## config.mk

```make
export PLATFORM = sky130hd
export DESIGN_NAME = wcp_top
export DESIGN_NICKNAME = d
export VERILOG_FILES = /design/src/hw/wcp_pkg.sv /design/src/hw/wcp_timebase.sv /design/src/hw/wcp_top.sv
export SDC_FILE = /design/constraint.sdc
export NUM_CORES = 1
export LEC_CHECK = 0
export BUFFER_PORTS_ARGS = -buffer_cell sky130_fd_sc_hd__buf_2
export CAP_MARGIN = 40
export CORE_MARGIN = 1.5
export CORE_UTILIZATION = 55
export DETAILED_ROUTE_END_ITERATION = 8
export PLACE_DENSITY = 0.87
export SLEW_MARGIN = 20
export SYNTH_ARGS = -nofsm -noshare
export SYNTH_HDL_FRONTEND = slang
export SYNTH_HIERARCHICAL = 1
export SYNTH_SLANG_ARGS = --single-unit
```

## constraint.sdc

```tcl
create_clock -name pclk -period 3.8 [get_ports pclk]
set_clock_uncertainty 0.1 [all_clocks]
set_input_delay 0.76 -clock pclk [delete_from_list [all_inputs] [get_ports pclk]]
set_output_delay 0.76 -clock pclk [all_outputs]
set_load 0.05 [all_outputs]
```

## src/hw/wcp_pkg.sv

```systemverilog
// Constants for the watchdog configuration-port block.
// Assumes a 100 MHz pclk and a host that reaches the I/O ports over APB.
package wcp_pkg;
    // I/O ports as register indices; byte address is four times the index
    localparam logic [9:0] IO_INDEX_PRI = 10'h02e;
    localparam logic [9:0] IO_DATA_PRI = 10'h02f;
    localparam logic [9:0] IO_INDEX_ALT = 10'h04e;
    localparam logic [9:0] IO_DATA_ALT = 10'h04f;
    // Block's own APB registers (word indices)
    localparam logic [9:0] IDX_IRQ_STS = 10'h080;
    localparam logic [9:0] IDX_IRQ_MASK = 10'h081;
    localparam logic [9:0] IDX_STATUS = 10'h082;
    // Keys
    localparam logic [7:0] UNLOCK_KEY = 8'h87;
    localparam logic [7:0] LOCK_KEY = 8'haa;
    // Configuration space
    localparam logic [7:0] CFG_LDN = 8'h07;
    localparam logic [7:0] CFG_LD_FIRST = 8'h30;
    localparam logic [7:0] LDN_WDT = 8'h07;
    localparam logic [7:0] WDT_EN_REG = 8'h30;
    localparam logic [7:0] WDT_UNIT_REG = 8'hf5;
    localparam logic [7:0] WDT_CNT_REG = 8'hf6;
    localparam logic [7:0] WDT_WAKE_REG = 8'hfa;
    localparam int WDT_EN_BIT = 0;
    localparam int UNIT_MIN_BIT = 3;
    localparam int UNIT_STS_BIT = 6;
    localparam logic [7:0] IDLE_READ = 8'hff;
    // Reset values
    localparam logic [7:0] LDN_RST = 8'h00;
    localparam logic [7:0] UNIT_RST = 8'h00;
    localparam logic [7:0] WAKE_RST = 8'h00;
    localparam logic [2:0] IRQ_MASK_RST = 3'h0;
    // Interrupt bits
    localparam int IRQ_TIMEOUT = 0;
    localparam int IRQ_UNLOCK = 1;
    localparam int IRQ_EXIT = 2;
    // Timing
    localparam int CLK_PERIOD_NS = 10;
    localparam int ONE_SEC_NS = 1_000_000_000;
    localparam int CYC_PER_SEC = ONE_SEC_NS / CLK_PERIOD_NS;
    localparam int SEC_PER_MIN = 60;
    localparam int RST_PULSE_NS = 160;
    localparam int RST_PULSE_CYC = (RST_PULSE_NS + CLK_PERIOD_NS - 1) / CLK_PERIOD_NS;

    typedef enum logic [2:0] {
        ST_LOCKED = 3'b001,
        ST_HALF = 3'b010,
        ST_CONFIG = 3'b100
    } wcp_state_t;
endpackage

```

## src/hw/wcp_timebase.sv

```systemverilog
// Second and minute tick divider for the watchdog countdown.
// Assumes run is a level from the same clock domain.
`timescale 1ns/1ps
module wcp_timebase #(
    parameter int CYC_PER_SEC = wcp_pkg::CYC_PER_SEC
) (
    // Clock and reset
    input wire logic pclk,
    input wire logic presetn,
    // Control
    input wire logic run,
    input wire logic restart,
    // Ticks
    output logic sec_tick,
    output logic min_tick
);
    localparam int CW = $clog2(CYC_PER_SEC + 1);
    localparam logic [CW-1:0] CYC_LAST = CW'(CYC_PER_SEC - 1);
    localparam logic [5:0] SEC_LAST = 6'(wcp_pkg::SEC_PER_MIN - 1);

    logic [CW-1:0] cyc;
    logic [CW-1:0] next_cyc;
    logic [5:0] secs;
    logic [5:0] next_secs;

    // Counters restart while idle so the first unit is whole
    always_comb begin
        next_cyc = cyc;
        next_secs = secs;
        sec_tick = 1'b0;
        min_tick = 1'b0;
        if (!run || restart) begin
            next_cyc = '0;
            next_secs = '0;
        end else if (cyc == CYC_LAST) begin
            next_cyc = '0;
            sec_tick = 1'b1;
            if (secs == SEC_LAST) begin
                next_secs = '0;
                min_tick = 1'b1;
            end else begin
                next_secs = secs + 6'h01;
            end
        end else begin
            next_cyc = cyc + CW'(1);
        end
    end

    // Register stage
    always_ff @(posedge pclk or negedge presetn) begin
        if (!presetn) begin
            cyc <= '0;
            secs <= '0;
        end else begin
            cyc <= next_cyc;
            secs <= next_secs;
        end
    end
endmodule

```

## src/hw/wcp_top.sv

```systemverilog
// Configuration-port front end with watchdog logical device.
// Assumes host I/O cycles arrive as APB transfers on the same pclk.
//
// Our own choices: the APB register port and the register offsets.
`timescale 1ns/1ps
module wcp_top #(
    parameter int CYC_PER_SEC = wcp_pkg::CYC_PER_SEC
) (
    // Clock and reset
    input wire logic pclk,
    input wire logic presetn,
    // APB slave
    input wire logic psel,
    input wire logic penable,
    input wire logic pwrite,
    input wire logic [11:0] paddr,
    input wire logic [31:0] pwdata,
    output logic [31:0] prdata,
    output logic pready,
    output logic pslverr,
    // Watchdog and interrupt
    output logic wdt_timeout,
    output logic irq
);
    wcp_pkg::wcp_state_t state;
    wcp_pkg::wcp_state_t next_state;
    logic cfg_alt, next_cfg_alt;
    logic [7:0] cfg_index_reg, next_cfg_index_reg;
    logic [7:0] ldn, next_ldn;
    logic wdt_en, next_wdt_en;
    logic [7:0] wdt_unit, next_wdt_unit;
    logic [7:0] wdt_wake, next_wdt_wake;
    logic [7:0] wdt_cnt, next_wdt_cnt;
    logic [4:0] rst_cnt, next_rst_cnt;
    logic next_wdt_timeout;
    logic [2:0] irq_sts, next_irq_sts;
    logic [2:0] irq_mask, next_irq_mask;
    logic [31:0] next_prdata;
    logic sec_tick, min_tick;
    logic [9:0] word;
    logic wr_acc, rd_setup, cfg_mode;
    logic on_idx, on_data, any_port, mapped;
    logic cfg_wr_idx, cfg_wr_data, sel_wdt, cnt_load, timeout_ev;
    logic [7:0] wbyte;

    // Access decode
    assign word = paddr[11:2];
    assign wbyte = pwdata[7:0];
    assign wr_acc = psel && penable && pwrite;
    assign rd_setup = psel && !penable && !pwrite;
    assign cfg_mode = (state == wcp_pkg::ST_CONFIG);
    assign on_idx = word == (cfg_alt ? wcp_pkg::IO_INDEX_ALT : wcp_pkg::IO_INDEX_PRI);
    assign on_data = word == (cfg_alt ? wcp_pkg::IO_DATA_ALT : wcp_pkg::IO_DATA_PRI);
    assign any_port = is_unlock_port(word) || word == wcp_pkg::IO_DATA_PRI
        || word == wcp_pkg::IO_DATA_ALT;
    assign mapped = any_port || word == wcp_pkg::IDX_IRQ_STS
        || word == wcp_pkg::IDX_IRQ_MASK || word == wcp_pkg::IDX_STATUS;
    assign cfg_wr_idx = wr_acc && cfg_mode && on_idx && wbyte != wcp_pkg::LOCK_KEY;
    assign cfg_wr_data = wr_acc && cfg_mode && on_data;
    assign sel_wdt = (ldn == wcp_pkg::LDN_WDT);
    assign cnt_load = cfg_wr_data && sel_wdt && cfg_index_reg == wcp_pkg::WDT_CNT_REG;
    assign timeout_ev = wdt_en && !cnt_load && wdt_cnt == 8'h01
        && (wdt_unit[wcp_pkg::UNIT_MIN_BIT] ? min_tick : sec_tick);
    // Zero-wait slave, error on unmapped word
    assign pready = psel && penable;
    assign pslverr = psel && penable && !mapped;
    assign irq = |(irq_sts & irq_mask);

    // True for either unlock/index port
    function automatic logic is_unlock_port(input logic [9:0] w);
        is_unlock_port = (w == wcp_pkg::IO_INDEX_PRI) || (w == wcp_pkg::IO_INDEX_ALT);
    endfunction

    // Configuration register read
    function automatic logic [7:0] cfg_read(input logic [7:0] idx, input logic wdt);
        cfg_read = 8'h00;
        if (idx == wcp_pkg::CFG_LDN) begin
            cfg_read = ldn;
        end else if (idx >= wcp_pkg::CFG_LD_FIRST && wdt) begin
            unique case (idx)
                wcp_pkg::WDT_EN_REG: cfg_read = {7'h00, wdt_en};
                wcp_pkg::WDT_UNIT_REG: cfg_read = wdt_unit;
                wcp_pkg::WDT_CNT_REG: cfg_read = wdt_cnt;
                wcp_pkg::WDT_WAKE_REG: cfg_read = wdt_wake;
                default: cfg_read = 8'h00;
            endcase
        end
    endfunction

    wcp_timebase #(
        .CYC_PER_SEC(CYC_PER_SEC)
    ) u_timebase (
        .pclk(pclk),
        .presetn(presetn),
        .run(wdt_en && wdt_cnt != 8'h00),
        .restart(cnt_load),
        .sec_tick(sec_tick),
        .min_tick(min_tick)
    );

    // Unlock sequence and configuration index
    always_comb begin
        next_state = state;
        next_cfg_alt = cfg_alt;
        next_cfg_index_reg = cfg_index_reg;
        if (wr_acc && any_port) begin
            unique case (state)
                wcp_pkg::ST_LOCKED: begin
                    if (is_unlock_port(word) && wbyte == wcp_pkg::UNLOCK_KEY) begin
                        next_state = wcp_pkg::ST_HALF;
                        next_cfg_alt = (word == wcp_pkg::IO_INDEX_ALT);
                    end
                end
                wcp_pkg::ST_HALF: begin
                    if (on_idx && wbyte == wcp_pkg::UNLOCK_KEY) begin
                        next_state = wcp_pkg::ST_CONFIG;
                    end else if (is_unlock_port(word) && wbyte == wcp_pkg::UNLOCK_KEY) begin
                        next_cfg_alt = (word == wcp_pkg::IO_INDEX_ALT);
                    end else begin
                        next_state = wcp_pkg::ST_LOCKED;
                    end
                end
                wcp_pkg::ST_CONFIG: begin
                    if (on_idx && wbyte == wcp_pkg::LOCK_KEY) begin
                        next_state = wcp_pkg::ST_LOCKED;
                    end else if (cfg_wr_idx) begin
                        next_cfg_index_reg = wbyte;
                    end
                end
            endcase
        end
    end

    // Configuration and watchdog registers
    always_comb begin
        next_ldn = ldn;
        next_wdt_en = wdt_en;
        next_wdt_unit = wdt_unit;
        next_wdt_wake = wdt_wake;
        next_wdt_cnt = wdt_cnt;
        if (cfg_wr_data) begin
            if (cfg_index_reg == wcp_pkg::CFG_LDN) begin
                next_ldn = wbyte;
            end else if (cfg_index_reg >= wcp_pkg::CFG_LD_FIRST && sel_wdt) begin
                if (cfg_index_reg == wcp_pkg::WDT_EN_REG) begin
                    next_wdt_en = wbyte[wcp_pkg::WDT_EN_BIT];
                end
                if (cfg_index_reg == wcp_pkg::WDT_UNIT_REG) begin
                    // unit select, status bit is write-one-clear
                    next_wdt_unit = wbyte;
                    next_wdt_unit[wcp_pkg::UNIT_STS_BIT] =
                        wdt_unit[wcp_pkg::UNIT_STS_BIT] && !wbyte[wcp_pkg::UNIT_STS_BIT];
                end
                if (cfg_index_reg == wcp_pkg::WDT_WAKE_REG) begin
                    next_wdt_wake = wbyte;
                end
            end
        end
        if (cnt_load) begin
            next_wdt_cnt = wbyte;
        end else if (wdt_en && wdt_cnt != 8'h00
                     && (wdt_unit[wcp_pkg::UNIT_MIN_BIT] ? min_tick : sec_tick)) begin
            next_wdt_cnt = wdt_cnt - 8'h01;
        end
        if (timeout_ev) begin
            next_wdt_unit[wcp_pkg::UNIT_STS_BIT] = 1'b1;
        end
    end

    // Timeout pulse and interrupts
    always_comb begin
        next_rst_cnt = rst_cnt;
        if (timeout_ev) begin
            next_rst_cnt = 5'(wcp_pkg::RST_PULSE_CYC);
        end else if (rst_cnt != 5'h00) begin
            next_rst_cnt = rst_cnt - 5'h01;
        end
        next_wdt_timeout = (next_rst_cnt != 5'h00);
        next_irq_mask = irq_mask;
        next_irq_sts = irq_sts;
        if (wr_acc && word == wcp_pkg::IDX_IRQ_MASK) begin
            next_irq_mask = pwdata[2:0];
        end
        if (wr_acc && word == wcp_pkg::IDX_IRQ_STS) begin
            next_irq_sts = irq_sts & ~pwdata[2:0];
        end
        next_irq_sts[wcp_pkg::IRQ_TIMEOUT] = next_irq_sts[wcp_pkg::IRQ_TIMEOUT] | timeout_ev;
        next_irq_sts[wcp_pkg::IRQ_UNLOCK] = next_irq_sts[wcp_pkg::IRQ_UNLOCK]
            | (state == wcp_pkg::ST_HALF && next_state == wcp_pkg::ST_CONFIG);
        next_irq_sts[wcp_pkg::IRQ_EXIT] = next_irq_sts[wcp_pkg::IRQ_EXIT]
            | (cfg_mode && next_state == wcp_pkg::ST_LOCKED);
    end

    // Read data captured in the setup cycle
    always_comb begin
        next_prdata = prdata;
        if (rd_setup) begin
            next_prdata = 32'h0000_0000;
            if (any_port) begin
                next_prdata[7:0] = wcp_pkg::IDLE_READ;
                if (cfg_mode && on_idx) begin
                    next_prdata[7:0] = cfg_index_reg;
                end else if (cfg_mode && on_data) begin
                    next_prdata[7:0] = cfg_read(cfg_index_reg, sel_wdt);
                end
            end else if (word == wcp_pkg::IDX_IRQ_STS) begin
                next_prdata[2:0] = irq_sts;
            end else if (word == wcp_pkg::IDX_IRQ_MASK) begin
                next_prdata[2:0] = irq_mask;
            end else if (word == wcp_pkg::IDX_STATUS) begin
                next_prdata[15:0] = {3'h0, wdt_timeout, state, wdt_en, wdt_cnt};
            end
        end
    end

    // State registers
    always_ff @(posedge pclk or negedge presetn) begin
        if (!presetn) begin
            state <= wcp_pkg::ST_LOCKED;
            cfg_alt <= 1'b0;
            cfg_index_reg <= 8'h00;
            ldn <= wcp_pkg::LDN_RST;
            wdt_en <= 1'b0;
            wdt_unit <= wcp_pkg::UNIT_RST;
            wdt_wake <= wcp_pkg::WAKE_RST;
            wdt_cnt <= 8'h00;
            rst_cnt <= 5'h00;
            wdt_timeout <= 1'b0;
            irq_sts <= 3'h0;
            irq_mask <= wcp_pkg::IRQ_MASK_RST;
            prdata <= 32'h0000_0000;
        end else begin
            state <= next_state;
            cfg_alt <= next_cfg_alt;
            cfg_index_reg <= next_cfg_index_reg;
            ldn <= next_ldn;
            wdt_en <= next_wdt_en;
            wdt_unit <= next_wdt_unit;
            wdt_wake <= next_wdt_wake;
            wdt_cnt <= next_wdt_cnt;
            rst_cnt <= next_rst_cnt;
            wdt_timeout <= next_wdt_timeout;
            irq_sts <= next_irq_sts;
            irq_mask <= next_irq_mask;
            prdata <= next_prdata;
        end
    end

    // Checks
    a_unlock_two_keys: assert property (@(posedge pclk) disable iff (!presetn)
        $rose(cfg_mode) |-> $past(state) == wcp_pkg::ST_HALF
            && $past(wbyte) == wcp_pkg::UNLOCK_KEY)
        else $error("config entered without second key");
    a_exit_key_locks: assert property (@(posedge pclk) disable iff (!presetn)
        cfg_mode && wr_acc && on_idx && wbyte == wcp_pkg::LOCK_KEY
            |=> state == wcp_pkg::ST_LOCKED ##1 !cfg_mode)
        else $error("exit key did not lock");
    a_locked_ignore: assert property (@(posedge pclk) disable iff (!presetn)
        !cfg_mode |=> $stable(ldn) && $stable(wdt_en) && $stable(cfg_index_reg))
        else $error("locked write changed a register");
    a_index_write: assert property (@(posedge pclk) disable iff (!presetn)
        cfg_wr_idx |=> cfg_index_reg == $past(wbyte))
        else $error("index port write lost");
    a_ldn_select: assert property (@(posedge pclk) disable iff (!presetn)
        cfg_wr_data && cfg_index_reg == wcp_pkg::CFG_LDN |=> ldn == $past(wbyte))
        else $error("device select not taken");
    a_wdt_enable: assert property (@(posedge pclk) disable iff (!presetn)
        cfg_wr_data && sel_wdt && cfg_index_reg == wcp_pkg::WDT_EN_REG
            |=> wdt_en == $past(pwdata[0]))
        else $error("watchdog enable not taken");
    a_unit_seconds: assert property (@(posedge pclk) disable iff (!presetn)
        cfg_wr_data && sel_wdt && cfg_index_reg == wcp_pkg::WDT_UNIT_REG
            && !wbyte[wcp_pkg::UNIT_MIN_BIT] |=> !wdt_unit[wcp_pkg::UNIT_MIN_BIT])
        else $error("unit not set to seconds");
    a_count_load: assert property (@(posedge pclk) disable iff (!presetn)
        cnt_load |=> wdt_cnt == $past(wbyte))
        else $error("count load failed");
    a_timeout_flag: assert property (@(posedge pclk) disable iff (!presetn)
        timeout_ev |=> wdt_timeout && wdt_unit[wcp_pkg::UNIT_STS_BIT]
            && wdt_cnt == 8'h00 && irq_sts[wcp_pkg::IRQ_TIMEOUT])
        else $error("timeout not signalled");
    a_locked_read_idle: assert property (@(posedge pclk) disable iff (!presetn)
        rd_setup && any_port && !cfg_mode |=> prdata[7:0] == wcp_pkg::IDLE_READ)
        else $error("locked port read not idle");
    a_other_dev_ignored: assert property (@(posedge pclk) disable iff (!presetn)
        cfg_wr_data && !sel_wdt && cfg_index_reg >= wcp_pkg::CFG_LD_FIRST
            |=> $stable(wdt_en) && $stable(wdt_unit[wcp_pkg::UNIT_MIN_BIT]))
        else $error("write reached watchdog while unselected");
    c_unlock: cover property (@(posedge pclk) disable iff (!presetn) $rose(cfg_mode));
    c_minute_expiry: cover property (@(posedge pclk) disable iff (!presetn)
        timeout_ev && wdt_unit[wcp_pkg::UNIT_MIN_BIT]);
    c_relock: cover property (@(posedge pclk) disable iff (!presetn) $fell(cfg_mode));
    c_timeout: cover property (@(posedge pclk) disable iff (!presetn) timeout_ev);
endmodule

```

Yosys cells after proc, flatten, opt, wreduce, memory -nomap -nowiden
Index checks and enable logic that the tools add are counted.
{"block": "totals", "reg_bits": 106, "input_bits": 49, "out_inout_bits": 36, "wordCells": 159}
{"block": "op_classes", "addsub": 4, "order_cmp": 1, "n_eq_ne": 28, "mux": 44, "bitwise_logic": 8, "reduce_logical": 58}
{"cell": "8-bit 2-to-1 mux", "n": 8}
{"cell": "27-bit 2-to-1 mux", "n": 2}
{"cell": "7-bit 2-to-1 mux", "n": 6}
{"cell": "8-bit == test, second input constant", "n": 5}
{"cell": "8-bit case mux with 4 select lines", "n": 1}
{"cell": "10-bit by 8-bit == test with 1-bit output, second input constant", "n": 3}
{"cell": "1-bit logical AND", "n": 28}
{"cell": "27-bit by 1-bit adder with 27-bit output, second input constant", "n": 1}
{"cell": "27-bit == test, second input constant", "n": 1}
{"cell": "3-bit 2-to-1 mux", "n": 8}
{"cell": "10-bit by 6-bit == test with 1-bit output, second input constant", "n": 2}
{"cell": "10-bit by 7-bit == test with 1-bit output", "n": 2}
{"cell": "10-bit by 7-bit == test with 1-bit output, second input constant", "n": 2}
{"cell": "10-bit 2-to-1 mux", "n": 2}
{"cell": "4-bit AND reduction", "n": 5}
{"cell": "6-bit 2-to-1 mux", "n": 3}
{"cell": "8-bit by 3-bit == test with 1-bit output, second input constant", "n": 2}
{"cell": "13-bit 2-to-1 mux", "n": 1}
{"cell": "2-bit nonzero test", "n": 6}
{"cell": "5-bit 2-to-1 mux", "n": 2}
{"cell": "5-bit nonzero test", "n": 2}
{"cell": "1-bit 2-to-1 mux", "n": 9}
{"cell": "3-bit case mux with 3 select lines", "n": 1}
{"cell": "8-bit by 1-bit == test with 1-bit output, second input constant", "n": 1}
{"cell": "22 further kinds", "n": 40}

Logic depth before layout (Yosys ltp)
{"block": "logic_depth", "depth_word": 12, "mapped_depth": 14, "ltp_nobuf": 11}

Modules after synthesis
The synthesis kept the hierarchy.
{"mod": "wcp_top", "instances": 1, "cells_per_inst": 420, "area_each_um2": 4295.4, "seq_area_each_um2": 1752.9}
{"mod": "wcp_timebase", "instances": 1, "cells_per_inst": 182, "area_each_um2": 1734.2, "seq_area_each_um2": 825.8}

Least setup slack after synthesis
No wires, ideal clock.
{"block": "synth_path", "path_type": "input-to-reg", "from": "input port paddr[7]", "to": "register wdt_cnt[5]", "setup_time_ps": 137, "t_arrival_ps": 3212, "required_ps": 3563, "slack_ps": 351, "cell_stages": 13, "n_path_buf": 2, "path_cell_list": "and3b_1 o21a_1 nand4_4 clkbuf_1 inv_1 nand2b_1 buf_6 nor3_1 mux2_2 nand4_1 a2111oi_0 xnor2_1 a21oi_1"}
{"block": "synth_via", "elab_chain_len": 9, "word_cells_on_any_way": 11, "classes_between": "eq/ne (1); mux (4); reduce/logical (6)"}
{"element": "start: declaration", "line_no": "wcp_top.sv:16", "source": "input wire logic [11:0] paddr,"}
{"element": "10-bit by 7-bit == test with 1-bit output", "line_no": "wcp_top.sv:53", "source": "assign on_data = word == (cfg_alt ? wcp_pkg::IO_DATA_ALT : wcp_pkg::IO_DATA_PRI);"}
{"element": "1-bit logical AND", "line_no": "wcp_top.sv:59", "source": "assign cfg_wr_data = wr_acc && cfg_mode && on_data;"}
{"element": "1-bit logical AND (2 in a row)", "line_no": "wcp_top.sv:61", "source": "assign cnt_load = cfg_wr_data && sel_wdt && cfg_index_reg == wcp_pkg::WDT_CNT_REG;"}
{"element": "named net cnt_load", "line_no": "wcp_top.sv:43", "source": "logic cfg_wr_idx, cfg_wr_data, sel_wdt, cnt_load, timeout_ev;"}
{"element": "1-bit logical OR", "line_no": "wcp_timebase.sv:32", "source": "if (!run || restart) begin"}
{"element": "1-bit 2-to-1 mux", "line_no": "wcp_timebase.sv:32"}
{"element": "named net min_tick", "line_no": "wcp_top.sv:39", "source": "logic sec_tick, min_tick;"}
{"element": "1-bit 2-to-1 mux", "line_no": "wcp_top.sv:162", "source": "&& (wdt_unit[wcp_pkg::UNIT_MIN_BIT] ? min_tick : sec_tick)) begin"}
{"element": "1-bit logical AND", "line_no": "wcp_top.sv:162"}
{"element": "2-bit nonzero test (no line)"}
{"element": "end signal: assignment", "line_no": "wcp_top.sv:240", "source": "wdt_cnt <= next_wdt_cnt;"}
{"element": "end: declaration", "line_no": "wcp_top.sv:33", "source": "logic [7:0] wdt_cnt, next_wdt_cnt;"}
The timed path passes the listed nets, and every way through them passes these cells.
A chain may end at the register's enable or synchronous reset.

Final worst setup path
{"block": "layout_path", "from": "register u_timebase.cyc[10]", "to": "register wdt_cnt[5]"}
{"block": "layout_via", "elab_chain_len": 6, "word_cells_on_any_way": 8, "classes_between": "eq/ne (1); mux (5); reduce/logical (2)"}
{"element": "start: declaration", "line_no": "wcp_timebase.sv:21", "source": "logic [CW-1:0] cyc;"}
{"element": "start signal: assignment", "line_no": "wcp_timebase.sv:55", "source": "cyc <= next_cyc;"}
{"element": "27-bit == test", "line_no": "wcp_timebase.sv:35", "source": "end else if (cyc == CYC_LAST) begin"}
{"element": "1-bit 2-to-1 mux", "line_no": "wcp_timebase.sv:35"}
{"element": "1-bit 2-to-1 mux", "line_no": "wcp_timebase.sv:32"}
{"element": "named net min_tick", "line_no": "wcp_top.sv:39"}
{"element": "1-bit 2-to-1 mux", "line_no": "wcp_top.sv:162"}
{"element": "1-bit logical AND", "line_no": "wcp_top.sv:162"}
{"element": "2-bit nonzero test (no line)"}
The timed path passes the listed nets, and every way through them passes these cells.

==> metrics.md <==
| Metric | Value |
|---|---|
| Status | `completed` |
| Leak | `roughly 2.9 nW` |
| Largest net degree at the start of global routing | `52` |
| Worst-Margin Slew | `between 0.8 and 0.9 ns` |
| DIE HEIGHT | `107.7 um` |
| Post-DP HPWL | `around 10 mm` |
| CTS root buf | `clkbuf_8` |
| Gr usage total | `0.2553` |
| Filler cell count | `slightly above 900` |
| Max_slew headroom | `0.4270` |
| R2R cell count | `9` |
| Peak supply drop | `0.2988 mV` |
| Via count | `4812` |
| Cells after DPL | `around 770` |
| Num CTS Buffers | `9` |
| Vias in the first global route | `roughly 4600` |
| RSZ-0062 raised after global routing | `false` |
| Final Hold Violating Endpoints | `0` |
| Full die area | `about 12000 um2` |
| Row Count | `38` |
| DR vias/cell | `6.138` |
| GR Util met2 | `0.4245` |
| Ant. Diodes | `0` |
| Top FF cell, synth | `dfrtp_1` |
| Max FFs per register | `27` |
| Post-route insts no fill | `roughly 780` |
| Placed inst area | `~6300 um2` |
| Total Power | `between 1.5 and 2 mW` |
| Top reg by flops | `u_timebase/cyc` |
| M3 GR Usage | `0.07143` |
| Share of layout cells above drive strength 1 | `0.1957` |
| Area delta synth->final | `7.865%` |
| Setup TNS | `0 ns` |
| CTS max path bufs | `2` |
| EDFF count, synth | `0` |
| Io pins | `85` |
| Reg-to-reg slack, setup | `between 0.7 and 0.8 ns` |
| Setup violations, final | `0` |
| Core Region | `10750 um2` |
| IO Port Bufs | `39` |
| Final Net Count | `roughly 700` |
| Yosys warning total | `6` |
| Slew Limit Fails | `0` |
| Commonest non-fill, non-tap cells in the layout | `dfrtp_1, nor2_1, nand2_1` |
| Initial antenna violation count | `0` |
| WL per Instance | `approximately 18 um` |
| Number of synthesized register bits | `a little over 100` |
| Crit start category | `flop` |
| Global-route wire length before repair | `22.89 mm` |
| R2r endpoint | `wdt_cnt[5]$_DFFE_PN0P_` |
| Clock sink count | `103` |
| Post-route minimum period | `3.071 ns` |
| Worst endpoint data arrival time | `around 3.2 ns` |
| Power Dens Cells | `approximately 300 nW/um2` |
| Async SR Flop Fraction | `1.000` |
| Min-delay worst type | `primary input to async pin` |
| Met1 usage | `0.3228` |
| Post-Syn Area | `roughly 6000 um2` |
| H-tree level count | `3` |
| Max-cap violations | `0` |
| Kind of critical path | `flop to flop` |
| Synth unique cells | `83` |
| Fin Hold WS | `between 0.2 and 0.25 ns` |
| Worst-path clk slew | `0.10 ns` |
| Post-cts resize count | `0` |
| Crit. End Element | `flop` |
| Clk_lat worst skew | `between 0.3 and 0.4 ns` |
| Overflow after GRT | `0` |
| ANT nets after route | `0` |
| Drt first pass iters | `5` |
| Die Width | `about 110 um` |
| Worst-path fanout max | `9` |
| Final instance area | `6504 um2` |
| Most used routing layer | `met2` |
| Final period utilization | `0.8082` |
| Max Clock Freq | `325.6 MHz` |
| Sequential share of the synthesized area | `0.4277` |
| CTS hold repair buffers | `0` |
| Postcts setup bufs | `0` |
| Detailed Route Iter0 Violations | `354` |
| R2R Path Start | `u_timebase/cyc[10]$_DFF_PN0_` |
| Mean area per synthesized cell | `~10 um2` |
| DRC | `0` |
| Top flop regs | `u_timebase/cyc (27), prdata (13)` |
| Final Wtd Congestion | `approximately 1` |
| Synthesized instance count | `about 600` |
| Worst Path Required | `slightly below 4 ns` |
| Initial Util | `0.5611` |
| Final WL | `14.09 mm` |
| Most common cell after layout, fill and taps aside | `dfrtp_1` |
| CTS tree | `yes` |
logic make-up after synthesis:
family | share of synthesized area
adder cells (fa/ha/maj) | 0.01038
AND/OR/NAND/NOR | 0.2480
buffers and inverters | 0.04939
XOR/XNOR | 0.04939
flip-flops | 0.4277
other | 0.0006219
multiplexers | 0.09276
AO/OA/AOI/OAI | 0.1218
worst max path at each step:
stage                                  from                     end  slack, ns  cells after the start
2_1_floorplan                      paddr[7]  wdt_cnt[5]$_DFFE_PN0P_       0.35                     13
3_3_place_gp                       paddr[7]  wdt_cnt[5]$_DFFE_PN0P_       0.57                     12
3_5_place_dp                       paddr[7]  wdt_cnt[5]$_DFFE_PN0P_       0.49                     12
4_1_cts        u_timebase/cyc[19]$_DFF_PN0_  wdt_cnt[5]$_DFFE_PN0P_       0.74                      9
5_1_grt        u_timebase/cyc[10]$_DFF_PN0_  wdt_cnt[5]$_DFFE_PN0P_       0.53                      9
6_report       u_timebase/cyc[10]$_DFF_PN0_  wdt_cnt[5]$_DFFE_PN0P_       0.73                      9
metal layers:
layer	wire length, um	part of all wire
met5	0	0
met4	244	0.017
met3	957	0.068
met2	6989	0.50
met1	5897	0.42
critical path: stages, from the launching register on:
cell and delay (ns):
dfrtp_1 0.44, or4_4 0.54, nor4_4 0.29, nand3_4 0.19, nor3_1 0.19, mux2_2 0.22, nand4_1 0.15, a2111oi_0 0.55
xnor2_1 0.18, a21oi_1 0.09
where the power goes:
group          internal [mW]  switching [mW]
Combinational         0.0333           0.130
Sequential              1.10         0.00423
Clock                  0.340           0.364
Total                   1.47           0.499
cells in the mapped netlist (3+ instances only):
master	n	area share
dfrtp_1	102	0.42
nor2_1	63	0.039
nand2_1	50	0.031
nand3_1	24	0.020
xnor2_1	21	0.031
buf_4	20	0.025
mux2_2	20	0.037
a21oi_1	19	0.016
o21ai_0	18	0.015
mux2_4	16	0.040
inv_1	14	0.0087
xor2_1	13	0.019
and3_1	12	0.012
nand4_1	12	0.012
nor3_1	11	0.0091
clkbuf_1	10	0.0062
a22oi_1	9	0.011
nor4_1	7	0.0073
a22o_1	6	0.0087
mux2i_1	6	0.010
nor2b_1	6	0.0062
a21boi_0	5	0.0062
a31oi_1	5	0.0052
and2_1	5	0.0052
ha_1	5	0.010
nand2b_1	5	0.0052
nand4b_1	5	0.0073
o211ai_1	5	0.0062
or3_1	5	0.0052
or4_1	5	0.0062
buf_2	4	0.0033
nor4b_1	4	0.0058
nor4bb_1	4	0.0066
o21a_1	4	0.0050
o31ai_1	4	0.0050
a211oi_1	3	0.0037
and4_1	3	0.0044
buf_6	3	0.0056
mux2_1	3	0.0056
nor3b_1	3	0.0037
o211a_1	3	0.0050
o22ai_1	3	0.0031
cell type report:
cell class / count / area [um2] / area share
tap: 140 / 175.2 / 0.02693
multi-input combinational: 465 / 3226 / 0.4960
timing repair buffer: 46 / 270.3 / 0.04155
inverter: 14 / 52.55 / 0.008080
sequential: 103 / 2579 / 0.3965
clock buffer: 13 / 158.9 / 0.02443
clock inverter: 3 / 42.54 / 0.006541
stage by stage:
| step | utilization | setup WS (ns) |
|---|---|---|
| 2_1_floorplan | - | 0.3510 |
| 3_3_place_gp | 0.5840 | 0.5667 |
| 3_5_place_dp | 0.5865 | 0.4888 |
| 4_1_cts | 0.6053 | 0.7387 |
| 5_1_grt | 0.6053 | 0.5316 |
| 6_report | 0.6053 | 0.7289 |
Power figures use the tool's default switching activity.
